==> src/core/sfs_pkg.sv <==
package sfs_pkg;

  // ----------------------------------------------------------------
  // Timing
  // ----------------------------------------------------------------
  localparam int CLK_PERIOD_NS = 40;
  localparam int OSC_DIV = 4;
  localparam int DEB_TIME_NS = 800;
  localparam int DEB_CYC = (DEB_TIME_NS + CLK_PERIOD_NS - 1) / CLK_PERIOD_NS;
  localparam logic [1:0] PH_TICK = 2'(OSC_DIV - 1);
  localparam logic [1:0] PH_FALL = 2'h1;

  // ----------------------------------------------------------------
  // Fetch cycle slots
  // ----------------------------------------------------------------
  localparam logic [3:0] LOAD_SLOT = 4'hc;
  localparam logic [3:0] IR_SLOTS = 4'h8;
  localparam logic [3:0] BLK_FIRST = 4'h7;
  localparam logic [3:0] BLK_MID = 4'h8;
  localparam logic [3:0] BLK_LAST = 4'h9;

  // ----------------------------------------------------------------
  // Reset values and vectors
  // ----------------------------------------------------------------
  localparam logic [11:0] FP_RESET = 12'h000;
  localparam logic [11:0] CNT_PRESET = 12'hfff;
  localparam logic [11:0] RET_MARK = 12'hfff;
  localparam logic [3:0][11:0] JAM_VEC = {12'h008, 12'h006, 12'h004,
                                          12'h002};

  // ----------------------------------------------------------------
  // Instruction fields and codes
  // ----------------------------------------------------------------
  localparam int F_GROUP = 15;
  localparam int F_OPER = 12;
  localparam int F_TC = 11;
  localparam int F_NA = 6;
  localparam int F_TEMP = 4;
  localparam logic [2:0] OP_IDLE = 3'h0;
  localparam logic [2:0] OP_LC1 = 3'h1;
  localparam logic [2:0] OP_LC2 = 3'h2;
  localparam logic [2:0] OP_LC3 = 3'h3;
  localparam logic [2:0] OP_LC4 = 3'h4;
  localparam logic [2:0] OP_JMP_RET = 3'h5;
  localparam logic [2:0] OP_CALL = 3'h6;
  localparam logic [2:0] LOP_LD = 3'h0;
  localparam logic [2:0] LOP_AND = 3'h1;
  localparam logic [2:0] LOP_OR = 3'h2;
  localparam logic [2:0] LOP_XOR = 3'h3;
  localparam logic [2:0] LOP_STR = 3'h6;
  localparam logic [2:0] LOP_SET = 3'h7;
  localparam logic [4:0] NA_CZ_BASE = 5'h0c;
  localparam logic [4:0] NA_M_BASE = 5'h10;
  localparam logic [4:0] NA_T_BASE = 5'h1c;

  // Fetched instruction with the address of its low byte
  typedef struct packed {
    logic [11:0] addr;
    logic [15:0] insn;
  } sfs_word_t;

endpackage : sfs_pkg

==> src/core/sfs_skid2.sv <==
`timescale 1ns/1ns
module sfs_skid2 #(
  parameter int W = 8,
  parameter int DEPTH = 2
) (
  input wire logic i_clk,
  input wire logic i_rst,
  input wire logic i_flush,
  input wire logic i_valid,
  output logic o_ready,
  input wire logic [W-1:0] i_data,
  output logic o_valid,
  input wire logic i_ready,
  output logic [W-1:0] o_data
);
  localparam int PW = (DEPTH > 1) ? $clog2(DEPTH) : 1;

  logic [W-1:0] mem_q [DEPTH];
  logic [PW-1:0] wr_q;
  logic [PW-1:0] rd_q;
  logic [PW:0] cnt_q;
  logic wr_en;
  logic rd_en;

  // Honest flags straight from the occupancy count
  assign o_ready = (cnt_q != (PW+1)'(DEPTH));
  assign o_valid = (cnt_q != '0);
  assign o_data = mem_q[rd_q];
  assign wr_en = i_valid & o_ready;
  assign rd_en = o_valid & i_ready;

  // Pointers and count; flush drops stale words after a redirect
  always_ff @(posedge i_clk) begin
    if (i_rst || i_flush) begin
      wr_q <= '0;
      rd_q <= '0;
      cnt_q <= '0;
    end else begin
      if (wr_en) begin
        wr_q <= (wr_q == PW'(DEPTH - 1)) ? '0 : wr_q + 1'b1;
      end
      if (rd_en) begin
        rd_q <= (rd_q == PW'(DEPTH - 1)) ? '0 : rd_q + 1'b1;
      end
      cnt_q <= cnt_q + (PW+1)'(wr_en) - (PW+1)'(rd_en);
    end
  end

  // Storage needs no reset, the count guards it
  always_ff @(posedge i_clk) begin
    if (wr_en) begin
      mem_q[wr_q] <= i_data;
    end
  end

endmodule : sfs_skid2

==> src/core/sfs_sequencer.sv <==
// Notes on behaviour
// - Reset clears the fetch pointer so the first fetch reads location 0.
// - Fetch cycle is 13 shift clocks: 12 with load low, one high.
// - The fetch pointer steps by one every fetch cycle.
// - Opcode register shifts only on the first eight clocks of a cycle.
// - Low byte first, then high byte; execute after the high byte.
// - Program bits arrive least significant bit first.
// - Address goes out MSB first, changing at shift clock rise.
// - Four 12-bit down counters: loaded by program, decremented both ways.
// - Counter ops block that count input from clock 8 to clock 10.
// - Count pulses during the block are held, not lost.
// - Each rising count input edge decrements its counter once.
// - Master clear stops clock, clears state, presets counters to ones.
// - Internal shift timing is the input clock divided by four.
// - Interrupt edge forces vector 2, 4, 6 or 8 after the instruction.
// - Only interrupt one pushes the return address on the stack.
// - Request latch set by rising edge, cleared when serviced.
// - A high interrupt input holds off all lower priority requests.
// - Lower requests wait until the higher input returns low.
// - Interrupt, count and switch inputs are debounced internally.
// - Control group: idle code and counter loads one to three.
// - A counter load with zero constant decrements that counter.
// - Code 100 loads counter four.
// - Code 110 pushes the return address and jumps.
// - Return stack holds three levels, last in first out.
`timescale 1ns/1ns
module sfs_sequencer
  import sfs_pkg::*;
#(
  parameter int DEB_CYCLES = DEB_CYC
) (
  input wire logic i_clk,
  input wire logic i_sys_rst,
  input wire logic i_master_clear_pin,
  input wire logic i_program_serial_in,
  input wire logic [3:0] i_vectored_interrupt_input,
  input wire logic [3:0] i_count_pulse_input,
  input wire logic [11:0] i_switch_sense_input,
  input wire logic i_exec_hold,
  output logic o_shift_clk,
  output logic o_shift_load,
  output logic o_address,
  output logic [11:0] o_latched_output_bit,
  output logic o_boolean_accumulator_flag,
  output logic [11:0] o_fetch_pointer
);

  // ----------------------------------------------------------------
  // Synchronisers and debounce
  // ----------------------------------------------------------------
  logic ms1_q, ms2_q, is1_q, is2_q, clr;
  logic [19:0] raw, deb;
  logic [3:0] jam_lvl, cnt_lvl, jam_prv_q, cnt_prv_q, jam_rise, cnt_rise;
  logic [11:0] di;

  assign clr = i_sys_rst | ms2_q;
  assign raw = {i_switch_sense_input, i_count_pulse_input,
                i_vectored_interrupt_input};

  // Pin synchronisers for master clear and the program stream
  always_ff @(posedge i_clk) begin
    if (i_sys_rst) begin
      ms1_q <= 1'b0;
      ms2_q <= 1'b0;
      is1_q <= 1'b0;
      is2_q <= 1'b0;
    end else begin
      ms1_q <= i_master_clear_pin;
      ms2_q <= ms1_q;
      is1_q <= i_program_serial_in;
      is2_q <= is1_q;
    end
  end

  // A level must hold for the whole window before it is believed
  for (genvar g = 0; g < 20; g++) begin : g_deb
    logic s1_q, s2_q, d_q;
    logic [4:0] c_q;
    always_ff @(posedge i_clk) begin
      if (i_sys_rst) begin
        s1_q <= 1'b0;
        s2_q <= 1'b0;
        d_q <= 1'b0;
        c_q <= 5'h00;
      end else begin
        s1_q <= raw[g];
        s2_q <= s1_q;
        if (s2_q == d_q) begin
          c_q <= 5'h00;
        end else if (c_q == 5'(DEB_CYCLES - 1)) begin
          d_q <= s2_q;
          c_q <= 5'h00;
        end else begin
          c_q <= c_q + 5'h01;
        end
      end
    end
    assign deb[g] = d_q;
  end

  assign jam_lvl = deb[3:0];
  assign cnt_lvl = deb[7:4];
  assign di = deb[19:8];
  assign jam_rise = jam_lvl & ~jam_prv_q;
  assign cnt_rise = cnt_lvl & ~cnt_prv_q;

  // Edge history of the debounced levels
  always_ff @(posedge i_clk) begin
    if (clr) begin
      jam_prv_q <= 4'h0;
      cnt_prv_q <= 4'h0;
    end else begin
      jam_prv_q <= jam_lvl;
      cnt_prv_q <= cnt_lvl;
    end
  end

  // ----------------------------------------------------------------
  // Fetch sequencer
  // ----------------------------------------------------------------
  logic [1:0] ph_q;
  logic [3:0] slot_q;
  logic go_q, clk_q, ld_q, tick, start, cyc_end, sample, push;
  logic [11:0] ash_q, fp_q, sent_q, in_addr_q, lo_addr_q;
  logic in_valid_q, lo_ok_q, buf_in_ready, redir;
  logic [15:0] ir_q;
  logic [11:0] target;

  assign tick = (ph_q == PH_TICK);
  assign start = tick & (~go_q | (slot_q == LOAD_SLOT)) & buf_in_ready;
  assign cyc_end = tick & go_q & (slot_q == LOAD_SLOT);
  assign sample = go_q & (ph_q == PH_FALL) & (slot_q < IR_SLOTS);
  assign push = cyc_end & in_valid_q & in_addr_q[0] & lo_ok_q;

  // Divide by four; clear holds the divider so the shift clock stops
  always_ff @(posedge i_clk) begin
    if (clr) begin
      ph_q <= 2'h0;
    end else begin
      ph_q <= ph_q + 2'h1;
    end
  end

  // Slot counter, shift clock and shift/load; a full buffer parks slot 0
  always_ff @(posedge i_clk) begin
    if (clr || redir) begin
      slot_q <= 4'h0;
      go_q <= 1'b0;
      clk_q <= 1'b0;
      ld_q <= 1'b0;
    end else if (tick) begin
      if (go_q && slot_q != LOAD_SLOT) begin
        slot_q <= slot_q + 4'h1;
        ld_q <= (slot_q + 4'h1 == LOAD_SLOT);
        clk_q <= 1'b1;
      end else begin
        slot_q <= 4'h0;
        go_q <= buf_in_ready;
        ld_q <= 1'b0;
        clk_q <= buf_in_ready;
      end
    end else if (ph_q == PH_FALL) begin
      clk_q <= 1'b0;
    end
  end

  // Address shifter and fetch pointer
  always_ff @(posedge i_clk) begin
    if (clr) begin
      ash_q <= 12'h000;
      fp_q <= FP_RESET;
      sent_q <= 12'h000;
    end else if (redir) begin
      fp_q <= target;
    end else if (start) begin
      ash_q <= fp_q;
      sent_q <= fp_q;
      fp_q <= fp_q + 12'h001;
    end else if (tick && go_q && (slot_q + 4'h1) < LOAD_SLOT) begin
      ash_q <= {ash_q[10:0], 1'b0};
    end
  end

  // Track what the external register holds; a redirect makes it stale
  always_ff @(posedge i_clk) begin
    if (clr || redir) begin
      in_valid_q <= 1'b0;
      in_addr_q <= 12'h000;
      lo_ok_q <= 1'b0;
      lo_addr_q <= 12'h000;
    end else if (cyc_end) begin
      in_valid_q <= 1'b1;
      in_addr_q <= sent_q;
      lo_ok_q <= in_valid_q & ~in_addr_q[0];
      if (in_valid_q && !in_addr_q[0]) begin
        lo_addr_q <= in_addr_q;
      end
    end
  end

  // Bits enter at the top and move down: LSB first
  always_ff @(posedge i_clk) begin
    if (clr) begin
      ir_q <= 16'h0000;
    end else if (sample) begin
      ir_q <= {is2_q, ir_q[15:1]};
    end
  end

  // ----------------------------------------------------------------
  // Instruction buffer
  // ----------------------------------------------------------------
  sfs_word_t push_word, bw;
  logic bv, pop;

  assign push_word = '{addr: lo_addr_q, insn: ir_q};
  assign pop = bv & ~i_exec_hold;

  sfs_skid2 #(.W($bits(sfs_word_t)), .DEPTH(2)) u_buf (
    .i_clk(i_clk),
    .i_rst(clr),
    .i_flush(redir),
    .i_valid(push),
    .o_ready(buf_in_ready),
    .i_data(push_word),
    .o_valid(bv),
    .i_ready(~i_exec_hold),
    .o_data(bw)
  );

  // ----------------------------------------------------------------
  // Execute
  // ----------------------------------------------------------------
  logic [3:0][11:0] cnt_q;
  logic [2:0][11:0] st_q, st_d;
  logic [3:0] jrr_q, jrr_clr, irq_sel, ex_we, pend_q, blk, ext_dec;
  logic [11:0] lo_q, lo_d, m_q, m_d, ex_val, nxt, ret_eff, n;
  logic [2:0] t_q, t_d, op;
  logic [4:0] na;
  logic [3:0] disp;
  logic [1:0] cidx, tsel;
  logic af_q, af_d, opnd, val, lu, tc, found;

  assign n = bw.insn[11:0];
  assign op = bw.insn[F_OPER +: 3];
  assign tc = bw.insn[F_TC];
  assign na = bw.insn[F_NA +: 5];
  assign tsel = bw.insn[F_TEMP +: 2];
  assign disp = bw.insn[3:0];
  assign cidx = op[1:0] - 2'h1;
  assign nxt = bw.addr + 12'h002;

  // Decode and side effects of one popped instruction
  always_comb begin
    st_d = st_q;
    af_d = af_q;
    t_d = t_q;
    m_d = m_q;
    lo_d = lo_q;
    ex_we = 4'h0;
    ex_val = 12'h000;
    redir = 1'b0;
    target = fp_q;
    jrr_clr = 4'h0;
    irq_sel = 4'h0;
    found = 1'b0;
    opnd = 1'b0;
    lu = af_q;
    if (na < NA_CZ_BASE) begin
      opnd = di[na[3:0]];
    end else if (na < NA_M_BASE) begin
      opnd = (cnt_q[na[1:0]] == 12'h000);
    end else if (na < NA_T_BASE) begin
      opnd = m_q[na[3:0]];
    end else if (na[1:0] != 2'h3) begin
      opnd = t_q[na[1:0]];
    end
    val = opnd ^ tc;
    if (pop && !bw.insn[F_GROUP]) begin
      unique case (op)
        OP_IDLE: begin
        end
        OP_LC1, OP_LC2, OP_LC3, OP_LC4: begin
          ex_we[cidx] = 1'b1;
          ex_val = (n == 12'h000) ? cnt_q[cidx] - 12'h001 : n;
        end
        OP_JMP_RET: begin
          redir = 1'b1;
          if (n == RET_MARK) begin
            target = st_d[0];
            st_d[0] = st_d[1];
            st_d[1] = st_d[2];
          end else begin
            target = n;
          end
        end
        OP_CALL: begin
          st_d[2] = st_d[1];
          st_d[1] = st_d[0];
          st_d[0] = nxt;
          target = n;
          redir = 1'b1;
        end
        default: begin
        end
      endcase
    end else if (pop) begin
      unique case (op)
        LOP_LD: lu = val;
        LOP_AND: lu = af_q & val;
        LOP_OR: lu = af_q | val;
        LOP_XOR: lu = af_q ^ val;
        LOP_STR, LOP_SET: begin
          if (na < NA_CZ_BASE) begin
            lo_d[na[3:0]] = (op == LOP_STR) ? af_q ^ tc : ~tc;
          end else if (na >= NA_M_BASE && na < NA_T_BASE) begin
            m_d[na[3:0]] = (op == LOP_STR) ? af_q ^ tc : ~tc;
          end
        end
        default: lu = af_q;
      endcase
      if (!op[2]) begin
        af_d = lu;
      end
      if (tsel != 2'h0) begin
        t_d[tsel - 2'h1] = lu;
      end
      if (!lu && disp != 4'h0) begin
        redir = 1'b1;
        target = nxt + {{7{disp[3]}}, disp, 1'b0};
      end
    end
    ret_eff = redir ? target : nxt;
    // Interrupts are taken only at an instruction boundary
    if (pop) begin
      for (int i = 0; i < 4; i++) begin
        if (!found && jrr_q[i] &&
            (jam_lvl & ((4'h1 << i) - 4'h1)) == 4'h0) begin
          found = 1'b1;
          irq_sel[i] = 1'b1;
          target = JAM_VEC[i];
          redir = 1'b1;
        end
      end
      if (irq_sel[0]) begin
        st_d[2] = st_d[1];
        st_d[1] = st_d[0];
        st_d[0] = ret_eff;
      end
      jrr_clr = irq_sel;
    end
  end

  // Program-visible flags, outputs and the stack
  always_ff @(posedge i_clk) begin
    if (clr) begin
      af_q <= 1'b0;
      t_q <= 3'h0;
      m_q <= 12'h000;
      lo_q <= 12'h000;
      st_q <= '0;
    end else begin
      af_q <= af_d;
      t_q <= t_d;
      m_q <= m_d;
      lo_q <= lo_d;
      st_q <= st_d;
    end
  end

  // Request latches: a new edge wins over a service clear
  always_ff @(posedge i_clk) begin
    if (clr) begin
      jrr_q <= 4'h0;
    end else begin
      jrr_q <= jam_rise | (jrr_q & ~jrr_clr);
    end
  end

  // ----------------------------------------------------------------
  // Counters
  // ----------------------------------------------------------------
  logic blk_win, blk_any;

  // Window from the fall of shift clock 8 to the fall of clock 10
  assign blk_win = go_q & in_valid_q & in_addr_q[0] & ~ir_q[F_GROUP] &
                   ((slot_q == BLK_FIRST && ph_q > PH_FALL) ||
                    slot_q == BLK_MID ||
                    (slot_q == BLK_LAST && ph_q <= PH_FALL));
  for (genvar k = 0; k < 4; k++) begin : g_blk
    assign blk[k] = blk_win & (ir_q[F_OPER +: 3] == 3'(k + 1));
  end
  assign blk_any = |blk;
  assign ext_dec = (pend_q | cnt_rise) & ~(blk | ex_we);

  // Held pulses are released once the block or the write is over
  always_ff @(posedge i_clk) begin
    if (clr) begin
      cnt_q <= {4{CNT_PRESET}};
      pend_q <= 4'h0;
    end else begin
      pend_q <= (pend_q | cnt_rise) & (blk | ex_we);
      for (int i = 0; i < 4; i++) begin
        if (ex_we[i]) begin
          cnt_q[i] <= ex_val;
        end else if (ext_dec[i]) begin
          cnt_q[i] <= cnt_q[i] - 12'h001;
        end
      end
    end
  end

  assign o_shift_clk = clk_q;
  assign o_shift_load = ld_q;
  assign o_address = ash_q[11];
  assign o_latched_output_bit = lo_q;
  assign o_boolean_accumulator_flag = af_q;
  assign o_fetch_pointer = fp_q;
endmodule : sfs_sequencer

==> config.mk <==
export PLATFORM = sky130hd
export DESIGN_NAME = sfs_sequencer
export DESIGN_NICKNAME = d
export VERILOG_FILES = /design/src/core/sfs_pkg.sv /design/src/core/sfs_skid2.sv /design/src/core/sfs_sequencer.sv
export SDC_FILE = /design/constraint.sdc
export NUM_CORES = 1
export LEC_CHECK = 0
export BUFFER_PORTS_ARGS = -buffer_cell sky130_fd_sc_hd__buf_2
export CAP_MARGIN = 20
export CORE_MARGIN = 8
export CORE_UTILIZATION = 30
export CTS_BUF_LIST = sky130_fd_sc_hd__clkbuf_4 sky130_fd_sc_hd__clkbuf_8
export DETAILED_ROUTE_END_ITERATION = 8
export HOLD_SLACK_MARGIN = 0.02
export PLACE_DENSITY = 0.44
export SYNTH_ARGS = -nofsm -noshare
export SYNTH_HDL_FRONTEND = slang
export SYNTH_SLANG_ARGS = --single-unit
export TNS_END_PERCENT = 5
==> constraint.sdc <==
create_clock -name i_clk -period 6.3 [get_ports i_clk]
set_clock_uncertainty 0.2 [all_clocks]
set_input_delay 0.315 -clock i_clk [delete_from_list [all_inputs] [get_ports i_clk]]
set_output_delay 0.315 -clock i_clk [all_outputs]
set_load 0.02 [all_outputs]
==> impl_metrics.py, run 1 <==
metrics = {
    "synth": {
        "syn_area_sq_mm": 0.0201,
        "synth_cell_types": 86,
        "synth.area.top_cells": "dfxtp_1 38%, edfxtp_1 8.4%, nand2_1 5.5%",
        "yosys_warnings": 0,
        "yosysTopAreaCellShare": 0.382,
        "synth_seq_cells": 440,
        "avgSynthCellArea_sq_um": 8.95,
        "ys_seq_area_frac": 0.465,
        "yosysMostFrequentCell": "dfxtp_1",
        "synthFlopType": "dfxtp_1",
        "synth_common_cells": "384 x dfxtp_1, 296 x nand2_1, 266 x nor2_1",
        "netlist_instances": 2250,
        "async_flop_share": 0,
        "syn_nets": 2329,
        "yosys.area.top_type": "dfxtp_1",
        "synth-edff-count": 56,
    },
    "routing": {
        "vias": 16334,
        "ant_nets": 0,
        "routed_via_density": 5.02,
        "dr.first_iter.drc_count": 955,
        "avgRoutedWirePerCell_um": 17.3,
        "first_pass_iters": 5,
        "drc": 0,
        "routed_wl_mm": 56.3,
    },
    "setup_path": {
        "path_cells": "mux2i_2 -> mux4_2 -> inv_1 -> o32ai_1 -> a211oi_1 -> nand2b_1 -> xnor2_1 -> inv_1 -> ha_1 -> a22oi_1 -> o211ai_1 -> a211oi_4 -> a211o_1 -> nand2_1 -> nand2_1 -> buf_4 -> nor2_1",
        "reg2regPathDepth": 17,
        "critPathLaunchType": "register",
        "slowest_delay_ns": 0.65,
        "cp_max_fo": 38,
        "required_ns": 6.58,
        "r2r_slack_ns": 0.78,
        "worstPathArrival_ns": 5.80,
        "criticalPathCategory": "register to register",
        "worstSetupEndpointType": "register",
        "slowest_stage": "dfxtp_2",
    },
    "finish": {
        "post_route_cells_drive_above_1_share": 0.112,
        "fin_util": 0.347,
        "nNetsFinal": 2402,
        "multi_input_area_sq_mm": 0.0101,
        "final-seq-area_sq_mm": 0.00937,
        "nFillCells": 6980,
        "syn2layout_area_growth_pct": 15.2,
        "fin_area_sq_mm": 0.0232,
    },
    "outcome": {
        "status": "finished clean",
    },
    "global_route": {
        "grt_pass1_wl_mm": 88.9,
        "grt_pass1_vias": 16060,
        "grt_max_degree": 73,
        "track_usage": 0.147,
        "antenna_found_initial": 1,
        "grt_overflow": 0,
    },
    "cts": {
        "clock_sinks": 440,
        "clock_latency_ns": 0.66,
        "cts_made_buffers": 80,
        "root_buffer": "clkbuf_8",
        "htreeDepth": 3,
        "clk_path_buf_depth": 3,
        "cts.reportedPaths.clkPinSlew_ns": 0.06,
        "cts_setup_buffers": 0,
        "cts_tree": "yes",
    },
    "power_and_ir_drop": {
        "pwr_density_cell_mw_per_mm2": 250,
        "power_uw": 5790,
        "p_leak_uw": 0.00819,
        "max-vdd-ir-drop_uv": 166,
    },
    "floorplanning": {
        "die_area_sq_mm": 0.0756,
        "core-area_sq_mm": 0.0668,
        "die_w_um": 275,
        "dieHeight_um": 275,
        "rows": 95,
        "initial_core_util": 0.301,
        "io_pins": 53,
    },
    "worst_hold_path": {
        "whs_path_depth": 3,
        "hold_path_class": "primary input to register",
    },
    "placement": {
        "gp_congestion": 0.838,
        "pre_cts_ws_ns": 0.813,
        "placedInstanceArea_sq_mm": 0.0212,
        "dp_hpwl_mm": 39.4,
        "io_buffers": 52,
    },
    "timing": {
        "hold_viol_final": 0,
        "worst_slack_ns": 0.777,
        "worst_pin_slew_ns": 0.991,
        "fmax_mhz": 181,
        "rsz0062_at_grt": "false",
        "slew_viol_final": 0,
        "post-route-min-period_ns": 5.52,
        "setup_tns_ns": 0,
        "maxSlewHeadroom": 0.339,
        "final.period_utilization": 0.877,
        "setup_viol": 0,
    },
    "run": {
        "cap_viol_max_count": 0,
    },
}
==> layer usage <==
layer | track usage | part of all wire | up-vias
met5 | 0 | 0 | -
met4 | 0.0594 | 0.033 | 0
met3 | 0.0293 | 0.051 | 125
met2 | 0.237 | 0.46 | 361
met1 | 0.191 | 0.46 | 7798
li1 | - | - | 8050
==> kinds of logic (layout without fill, tap and decap cells) <==
kind of cell               after synthesis  after routing  synth area share
muxes                                   69             69            0.0432
and+or+nand+nor                        940            940             0.219
buffers and inverters                  183            315            0.0369
adders and majority gates               54             54            0.0339
other                                    0              2                 0
DFF                                    440            440             0.465
AOI/OAI and AO/OA                      406            406             0.133
xor gates and xnor gates               158            158            0.0687
==> layout make-up <==
class / count / area share
sequential: 440 / 0.404
timing repair buffer: 106 / 0.0328
antenna: 2 / 0.000216
tap: 873 / 0.0471
inverter: 68 / 0.0110
multi-input combinational: 1627 / 0.433
clock buffer: 128 / 0.0660
clock inverter: 13 / 0.00529
==> metrics by stage <==
stage,cells,hold slack (ns)
after floorplan,2250,0.214
after global placement,3081,0.218
after CTS,3253,0.160
final,3257,0.222
after global routing,3257,0.180
after detailed placement,3081,0.225
==> worst max-delay path, delay by kind of cell (launching register included) <==
family / cells / cell delay [ns]
AOI/OAI and AO/OA: 6 / 1.61
muxes: 2 / 0.95
and+or+nand+nor: 4 / 0.81
DFF: 1 / 0.65
buffers and inverters: 3 / 0.55
xor gates and xnor gates: 1 / 0.31
adders and majority gates: 1 / 0.28
==> cells in the final DEF, fill, tap and decap left out, types with 11 or more instances in the layout <==
master / count
nor3_1: 75
a211oi_1: 38
nor2b_1: 55
a311oi_1: 15
mux4_2: 13
ha_1: 53
o21ai_0: 78
nand3_1: 63
nor2_1: 265
clkbuf_8: 91
xor2_1: 72
or3_1: 34
nand3b_1: 11
clkbuf_4: 37
edfxtp_1: 56
buf_4: 22
a222oi_1: 15
mux2i_1: 45
dlygate4sd3_1: 31
a221o_1: 14
buf_2: 51
nand2_1: 296
inv_1: 68
xnor2_1: 85
a21oi_1: 141
o211ai_1: 11
nand2b_1: 12
and2_1: 19
nor4_1: 28
and3_1: 26
dfxtp_1: 383
==> worst min-delay path by stage <==
| stage | start | slack [ns] | endpoint |
|---|---|---|---|
| 3_5_place_dp | g_deb[17].s1_q | 0.22 | g_deb[17].s2_q |
| 6_report | i_count_pulse_input[0] | 0.22 | g_deb[4].s1_q |
| 5_1_grt | i_count_pulse_input[0] | 0.18 | g_deb[4].s1_q |
| 2_1_floorplan | g_deb[0].s1_q | 0.21 | g_deb[0].s2_q |
| 4_1_cts | i_count_pulse_input[0] | 0.16 | g_deb[4].s1_q |
| 3_3_place_gp | g_deb[17].s1_q | 0.22 | g_deb[17].s2_q |
==> where the power goes <==
group | switching, uW | internal (uW) | total, uW
combinational | 79.0 | 47.4 | 126
sequential | 15.6 | 2860 | 2870
clock | 1180 | 1610 | 2790
total | 1270 | 4520 | 5790
==> state kept, by name, indices dropped and copies added, names as in the netlist, 2 cells and up, named ones only <==
signal and flops:
ph_q 2, g_deb.c_q 100, g_deb.s2_q 20, st_q 36, o_fetch_pointer 12, lo_addr_q 12, pend_q 4, slot_q 4
u_buf.mem_q 56, t_q 3, u_buf.cnt_q 2, ir_q 16, cnt_q 48, cnt_prv_q 4, g_deb.d_q 20, jam_prv_q 4
in_addr_q 12, jrr_q 4, ash_q 12, sent_q 12, g_deb.s1_q 20, m_q 12, o_latched_output_bit 12
==> repair_timing <==
| action | CTS | global route |
|---|---|---|
| hold endpoints to repair | 38 | 0 |
| resized for setup | 0 | 0 |
| hold buffers | 31 | 0 |
Note: power is estimated with default switching activity, not from simulation.
==> run 2: changes to the inputs <==
- CORE_ASPECT_RATIO: unset -> 0.6
==> impl_metrics.py, run 2 (synthesis results as in run 1) <==
metrics = {
    "global_route": {
        "antenna_found_initial": 0,
        "grt_pass1_wl_mm": 90.7,
        "track_usage": 0.150,
        "grt_overflow": 0,
        "grt_pass1_vias": 15413,
        "grt_max_degree": 61,
    },
    "worst_hold_path": {
        "hold_path_class": "primary input to register",
    },
    "setup_path": {
        "path_cells": "mux2_2 -> and2_0 -> a311oi_1 -> a2111oi_4 -> a211oi_1 -> nand2b_1 -> xnor2_1 -> inv_1 -> ha_1 -> a22oi_1 -> o211ai_1 -> a211oi_4 -> a211o_1 -> nand2_1 -> nand2_1 -> buf_4 -> o32ai_1",
        "cp_num_buf_inv": 2,
        "worstSetupEndpointType": "register",
        "slowest_delay_ns": 0.69,
        "criticalPathCategory": "register to register",
        "critPathTopFamily": "compound AO/OA/AOI/OAI gates",
        "critPathLaunchType": "register",
        "worstPathArrival_ns": 5.70,
        "required_ns": 6.64,
        "path_common_cell": "nand2_1",
        "cp_max_fo": 38,
        "slowest_stage": "dfxtp_2",
    },
    "run": {
        "cap_viol_max_count": 0,
    },
    "finish": {
        "layout_common_cells": "383 x dfxtp_1, 296 x nand2_1, 265 x nor2_1",
        "final_common_cell": "dfxtp_1",
        "largest_register_ffs": 100,
        "syn2layout_area_growth_pct": 15.2,
        "antenna_cells": 0,
        "largest-register": "g_deb.c_q",
        "instances_no_fill": 3283,
        "post_route_cells_drive_above_1_share": 0.112,
        "nNetsFinal": 2407,
        "largest_registers": "g_deb.c_q x100, u_buf.mem_q x56, cnt_q x48",
    },
    "cts": {
        "cts_made_buffers": 75,
        "cts_tree": "yes",
        "cts_resized": 0,
        "cts_setup_buffers": 0,
        "root_buffer": "clkbuf_8",
        "cts.reportedPaths.clkPinSlew_ns": 0.07,
        "clk_path_buf_depth": 3,
        "cts_hold_buf": 29,
        "htreeDepth": 3,
        "clock_sinks": 440,
        "clock_latency_ns": 0.69,
    },
    "timing": {
        "setup_tns_ns": 0,
        "slew_viol_final": 0,
        "rsz0062_at_grt": "false",
        "setup_viol": 0,
        "worst_pin_slew_ns": 1.08,
        "fmax_mhz": 187,
        "maxSlewHeadroom": 0.278,
        "final.period_utilization": 0.851,
        "hold_viol_final": 0,
        "post-route-min-period_ns": 5.36,
        "worst_hold_slack_ns": 0.187,
    },
    "outcome": {
        "status": "finished clean",
    },
    "routing": {
        "ant_nets": 0,
        "vias": 16533,
        "routed_wl_mm": 58.8,
        "routed_via_density": 5.04,
        "first_pass_iters": 8,
        "drc": 0,
        "dr.first_iter.drc_count": 1377,
        "avgRoutedWirePerCell_um": 17.9,
    },
    "floorplanning": {
        "io_pins": 53,
        "initial_core_util": 0.304,
        "dieHeight_um": 217,
        "rows": 73,
        "die_w_um": 350,
        "core-area_sq_mm": 0.0663,
        "die_area_sq_mm": 0.0759,
    },
    "power_and_ir_drop": {
        "max-vdd-ir-drop_uv": 139,
        "p_leak_uw": 0.00818,
        "pwr_density_cell_mw_per_mm2": 248,
    },
    "placement": {
        "dp_hpwl_mm": 41.7,
        "io_buffers": 52,
        "dp_cells": 3119,
        "gp_congestion": 0.861,
    },
}
[run 2: per-layer routing]
layer	up-vias	part of all wire	track usage
li1	8051	-	-
met1	7960	0.54	0.239
met2	435	0.38	0.192
met3	87	0.062	0.0352
met4	0	0.021	0.0442
met5	-	0	0
[run 2: metrics by stage]
stage	utilization	power [uW]	worst slack [ns]	area, sq um
after floorplan	-	3010	0.975	20100
after global placement	0.321	3050	1.10	21300
after detailed placement	0.321	3050	0.958	21300
after CTS	0.349	5840	0.933	23200
after global routing	0.350	5990	0.547	23200
final	0.350	5750	0.939	23200
[run 2: area by class of cell]
class	instances	area [sq um]
timing repair buffer	116	823
clock buffer	103	1310
multi-input combinational	1627	10000
fill	6843	43100
inverter	68	255
clock inverter	29	256
tap	900	1130
sequential	440	9370
[run 2: worst min-delay path: cells and delay by family]
| family | cells | cell delay [ns] |
|---|---|---|
| buf+inv | 2 | 0.61 |
| simple gates | 1 | 0.10 |
[run 2: worst paths after layout]
check,start,endpoint,slack (ns),cells past startpoint
max reg2reg,register,o_fetch_pointer[1],0.94,17
min,i_count_pulse_input[0],g_deb[4].s1_q,0.19,3
min reg2reg,g_deb[7].s1_q,g_deb[7].s2_q,0.24,1
max,register,o_fetch_pointer[1],0.94,17
[run 2: power by group]
part	switching, uW	leakage (uW)	internal (uW)
logic	80.6	0.00373	47.4
registers	16.2	0.00363	2860
clock network	1260	0.000832	1490
total	1360	0.00818	4390
==> run 3: changes to the inputs <==
- ABC_AREA: unset -> 1
==> impl_metrics.py, run 3 <==
metrics = {
    "run": {
        "cap_viol_max_count": 0,
    },
    "setup_path": {
        "slowest_stage": "nand2_2",
        "path_common_cell": "nand2_1",
        "required_ns": 6.60,
        "slowest_delay_ns": 0.74,
        "r2r-end": "slot_q[0]",
        "reg2regPathDepth": 22,
        "worstPathArrival_ns": 5.21,
        "worstSetupEndpointType": "register",
        "cp_num_buf_inv": 1,
        "r2r_slack_ns": 1.39,
        "critPathTopFamily": "simple AND/OR/NAND/NOR gates",
        "critPathLaunchType": "register",
        "path_cells": "inv_2 -> nand2_1 -> nand2_2 -> nand2_1 -> nor2_1 -> nor2_1 -> nand2_1 -> nand3_1 -> a21oi_2 -> nand2_1 -> nand2_1 -> nand2_1 -> ha_1 -> a22o_1 -> nor3_1 -> nand2_2 -> nand2_2 -> nand3_2 -> nand3_2 -> nand2_4 -> nand2_2 -> a211oi_1",
        "criticalPathCategory": "register to register",
        "cp_max_fo": 38,
    },
    "worst_hold_path": {
        "hold_path_startpoint": "g_deb[1].s1_q",
        "hold_path_class": "register to register",
        "whs_path_depth": 2,
        "hold_end": "g_deb[1].s2_q",
    },
    "cts": {
        "clk_path_buf_depth": 3,
        "htreeDepth": 3,
        "cts.reportedPaths.clkPinSlew_ns": 0.06,
        "cts_setup_buffers": 0,
        "clock_latency_ns": 0.67,
        "cts_resized": 0,
        "clock_sinks": 440,
        "cts_tree": "yes",
        "cts_made_buffers": 75,
        "root_buffer": "clkbuf_8",
    },
    "routing": {
        "drc": 0,
        "routed_wl_mm": 66.4,
        "routed_via_density": 4.89,
        "ant_nets": 0,
        "vias": 18862,
        "dr.first_iter.drc_count": 1759,
        "avgRoutedWirePerCell_um": 17.2,
        "first_pass_iters": 5,
    },
    "timing": {
        "final.period_utilization": 0.780,
        "post-route-min-period_ns": 4.91,
        "slew_viol_final": 0,
        "worst_pin_slew_ns": 1.13,
        "setup_tns_ns": 0,
        "hold_viol_final": 0,
        "setup_viol": 0,
        "maxSlewHeadroom": 0.239,
        "rsz0062_at_grt": "false",
        "worst_slack_ns": 1.39,
        "fmax_mhz": 204,
    },
    "outcome": {
        "status": "finished clean",
    },
    "synth": {
        "avgSynthCellArea_sq_um": 7.68,
        "syn_area_sq_mm": 0.0214,
        "yosys_warnings": 0,
        "synth-edff-count": 56,
        "synth_seq_cells": 440,
        "synthFlopType": "dfxtp_1",
        "netlist_instances": 2783,
        "ys_seq_area_frac": 0.438,
        "synth.area.top_cells": "dfxtp_1 36%, nand2_1 8.3%, edfxtp_1 7.9%",
        "yosys.area.top_type": "dfxtp_1",
        "async_flop_share": 0,
        "yosysMostFrequentCell": "nand2_1",
        "synth_common_cells": "470 x nand2_1, 401 x nor2_1, 384 x dfxtp_1",
        "synth_cell_types": 63,
        "syn_nets": 2862,
        "yosysTopAreaCellShare": 0.360,
    },
    "global_route": {
        "grt_overflow": 0,
        "grt_pass1_wl_mm": 105,
        "grt_pass1_vias": 17994,
        "antenna_found_initial": 0,
        "grt_max_degree": 77,
        "track_usage": 0.162,
    },
    "floorplanning": {
        "initial_core_util": 0.304,
        "dieHeight_um": 223,
        "rows": 75,
        "die_area_sq_mm": 0.0803,
        "die_w_um": 361,
        "core-area_sq_mm": 0.0702,
        "io_pins": 53,
    },
    "finish": {
        "nFillCells": 7437,
        "largest_register_ffs": 100,
        "syn2layout_area_growth_pct": 14.3,
        "largest-register": "g_deb.c_q",
        "layout_common_cells": "470 x nand2_1, 396 x nor2_1, 384 x dfxtp_1",
        "nNetsFinal": 2954,
        "instances_no_fill": 3858,
        "post_route_cells_drive_above_1_share": 0.113,
        "final_common_cell": "nand2_1",
        "largest_registers": "g_deb.c_q x100, u_buf.mem_q x56, cnt_q x48",
    },
    "placement": {
        "io_buffers": 52,
        "dp_hpwl_mm": 48.6,
        "gp_congestion": 0.924,
        "dp_cells": 3680,
        "pre_cts_ws_ns": 1.41,
    },
    "power_and_ir_drop": {
        "p_int_uw": 4490,
        "switching_share": 0.240,
        "clkPwrFrac": 0.468,
        "p_leak_uw": 0.0101,
        "switching_power_uw": 1420,
        "comb_power_share": 0.044,
        "power_frac_seq": 0.488,
        "power_uw": 5910,
        "max-vdd-ir-drop_uv": 118,
        "pwr_density_cell_mw_per_mm2": 242,
    },
}
-- run 3: worst max path at each step --
stage	endpoint	slack (ns)	cells after the start
finish	slot_q[0]	1.39	22
floorplan	o_fetch_pointer[9]	2.60	25
CTS	slot_q[0]	1.39	22
detailed placement	slot_q[0]	1.41	22
global route	slot_q[0]	0.90	22
global placement	slot_q[0]	1.50	22
-- run 3: kinds of logic (layout without fill, tap and decap cells) --
family	Yosys count	count (layout)	synth area share
flops	440	440	0.438
mux	4	4	0.00187
buf+inv	442	592	0.0849
fa+ha+maj	54	54	0.0320
xor+xnor	128	128	0.0525
other cells	0	1	0
simple gates	1192	1192	0.242
compound gates	523	523	0.149
-- run 3: through the flow --
step           utilization  area [sq um]  hold WS (ns)
4_1_cts              0.348         24400         0.146
2_1_floorplan            -         21400         0.188
5_1_grt              0.348         24400         0.196
3_3_place_gp         0.319         22400         0.197
6_report             0.348         24400         0.202
3_5_place_dp         0.319         22400         0.196
-- run 3: layout make-up --
| type | count | area, sq um | area share |
|---|---|---|---|
| Clock buffer | 127 | 1500 | 0.0616 |
| Tap cell | 924 | 1160 | 0.0473 |
| Clock inverter | 8 | 86.3 | 0.00353 |
| Multi-Input combinational cell | 1901 | 10200 | 0.418 |
| Sequential cell | 440 | 9370 | 0.384 |
| Antenna cell | 1 | 2.50 | 0.000102 |
| Inverter | 350 | 1310 | 0.0538 |
| Timing Repair Buffer | 107 | 779 | 0.0319 |
-- run 3: power by group through the flow --
| stage | Sequential [uW] | Combinational (uW) | Clock [uW] |
|---|---|---|---|
| after floorplan | 2940 | 171 | 0 |
| after global placement | 2940 | 239 | 0 |
| after detailed placement | 2950 | 239 | 0 |
| after CTS | 2880 | 259 | 2860 |
| after global routing | 2890 | 292 | 2990 |
| final | 2880 | 260 | 2760 |
-- run 3: repair_timing --
item | CTS | global route
hold buffers | 41 | 0
setup endpoints to repair | 0 | 0
endpoints found under the hold margin | 46 | 0
-- run 3: tightest hold or removal path, cell delays in order, from the launching register on --
cell and delay, ns:
dfxtp_1 0.29, inv_1 0.04, nor2_1 0.03
-- run 3: metal layers --
layer | share of wire | track usage
met2 | 0.37 | 0.212
met1 | 0.54 | 0.258
met4 | 0.019 | 0.0395
met3 | 0.078 | 0.0381
met5 | 0 | 0
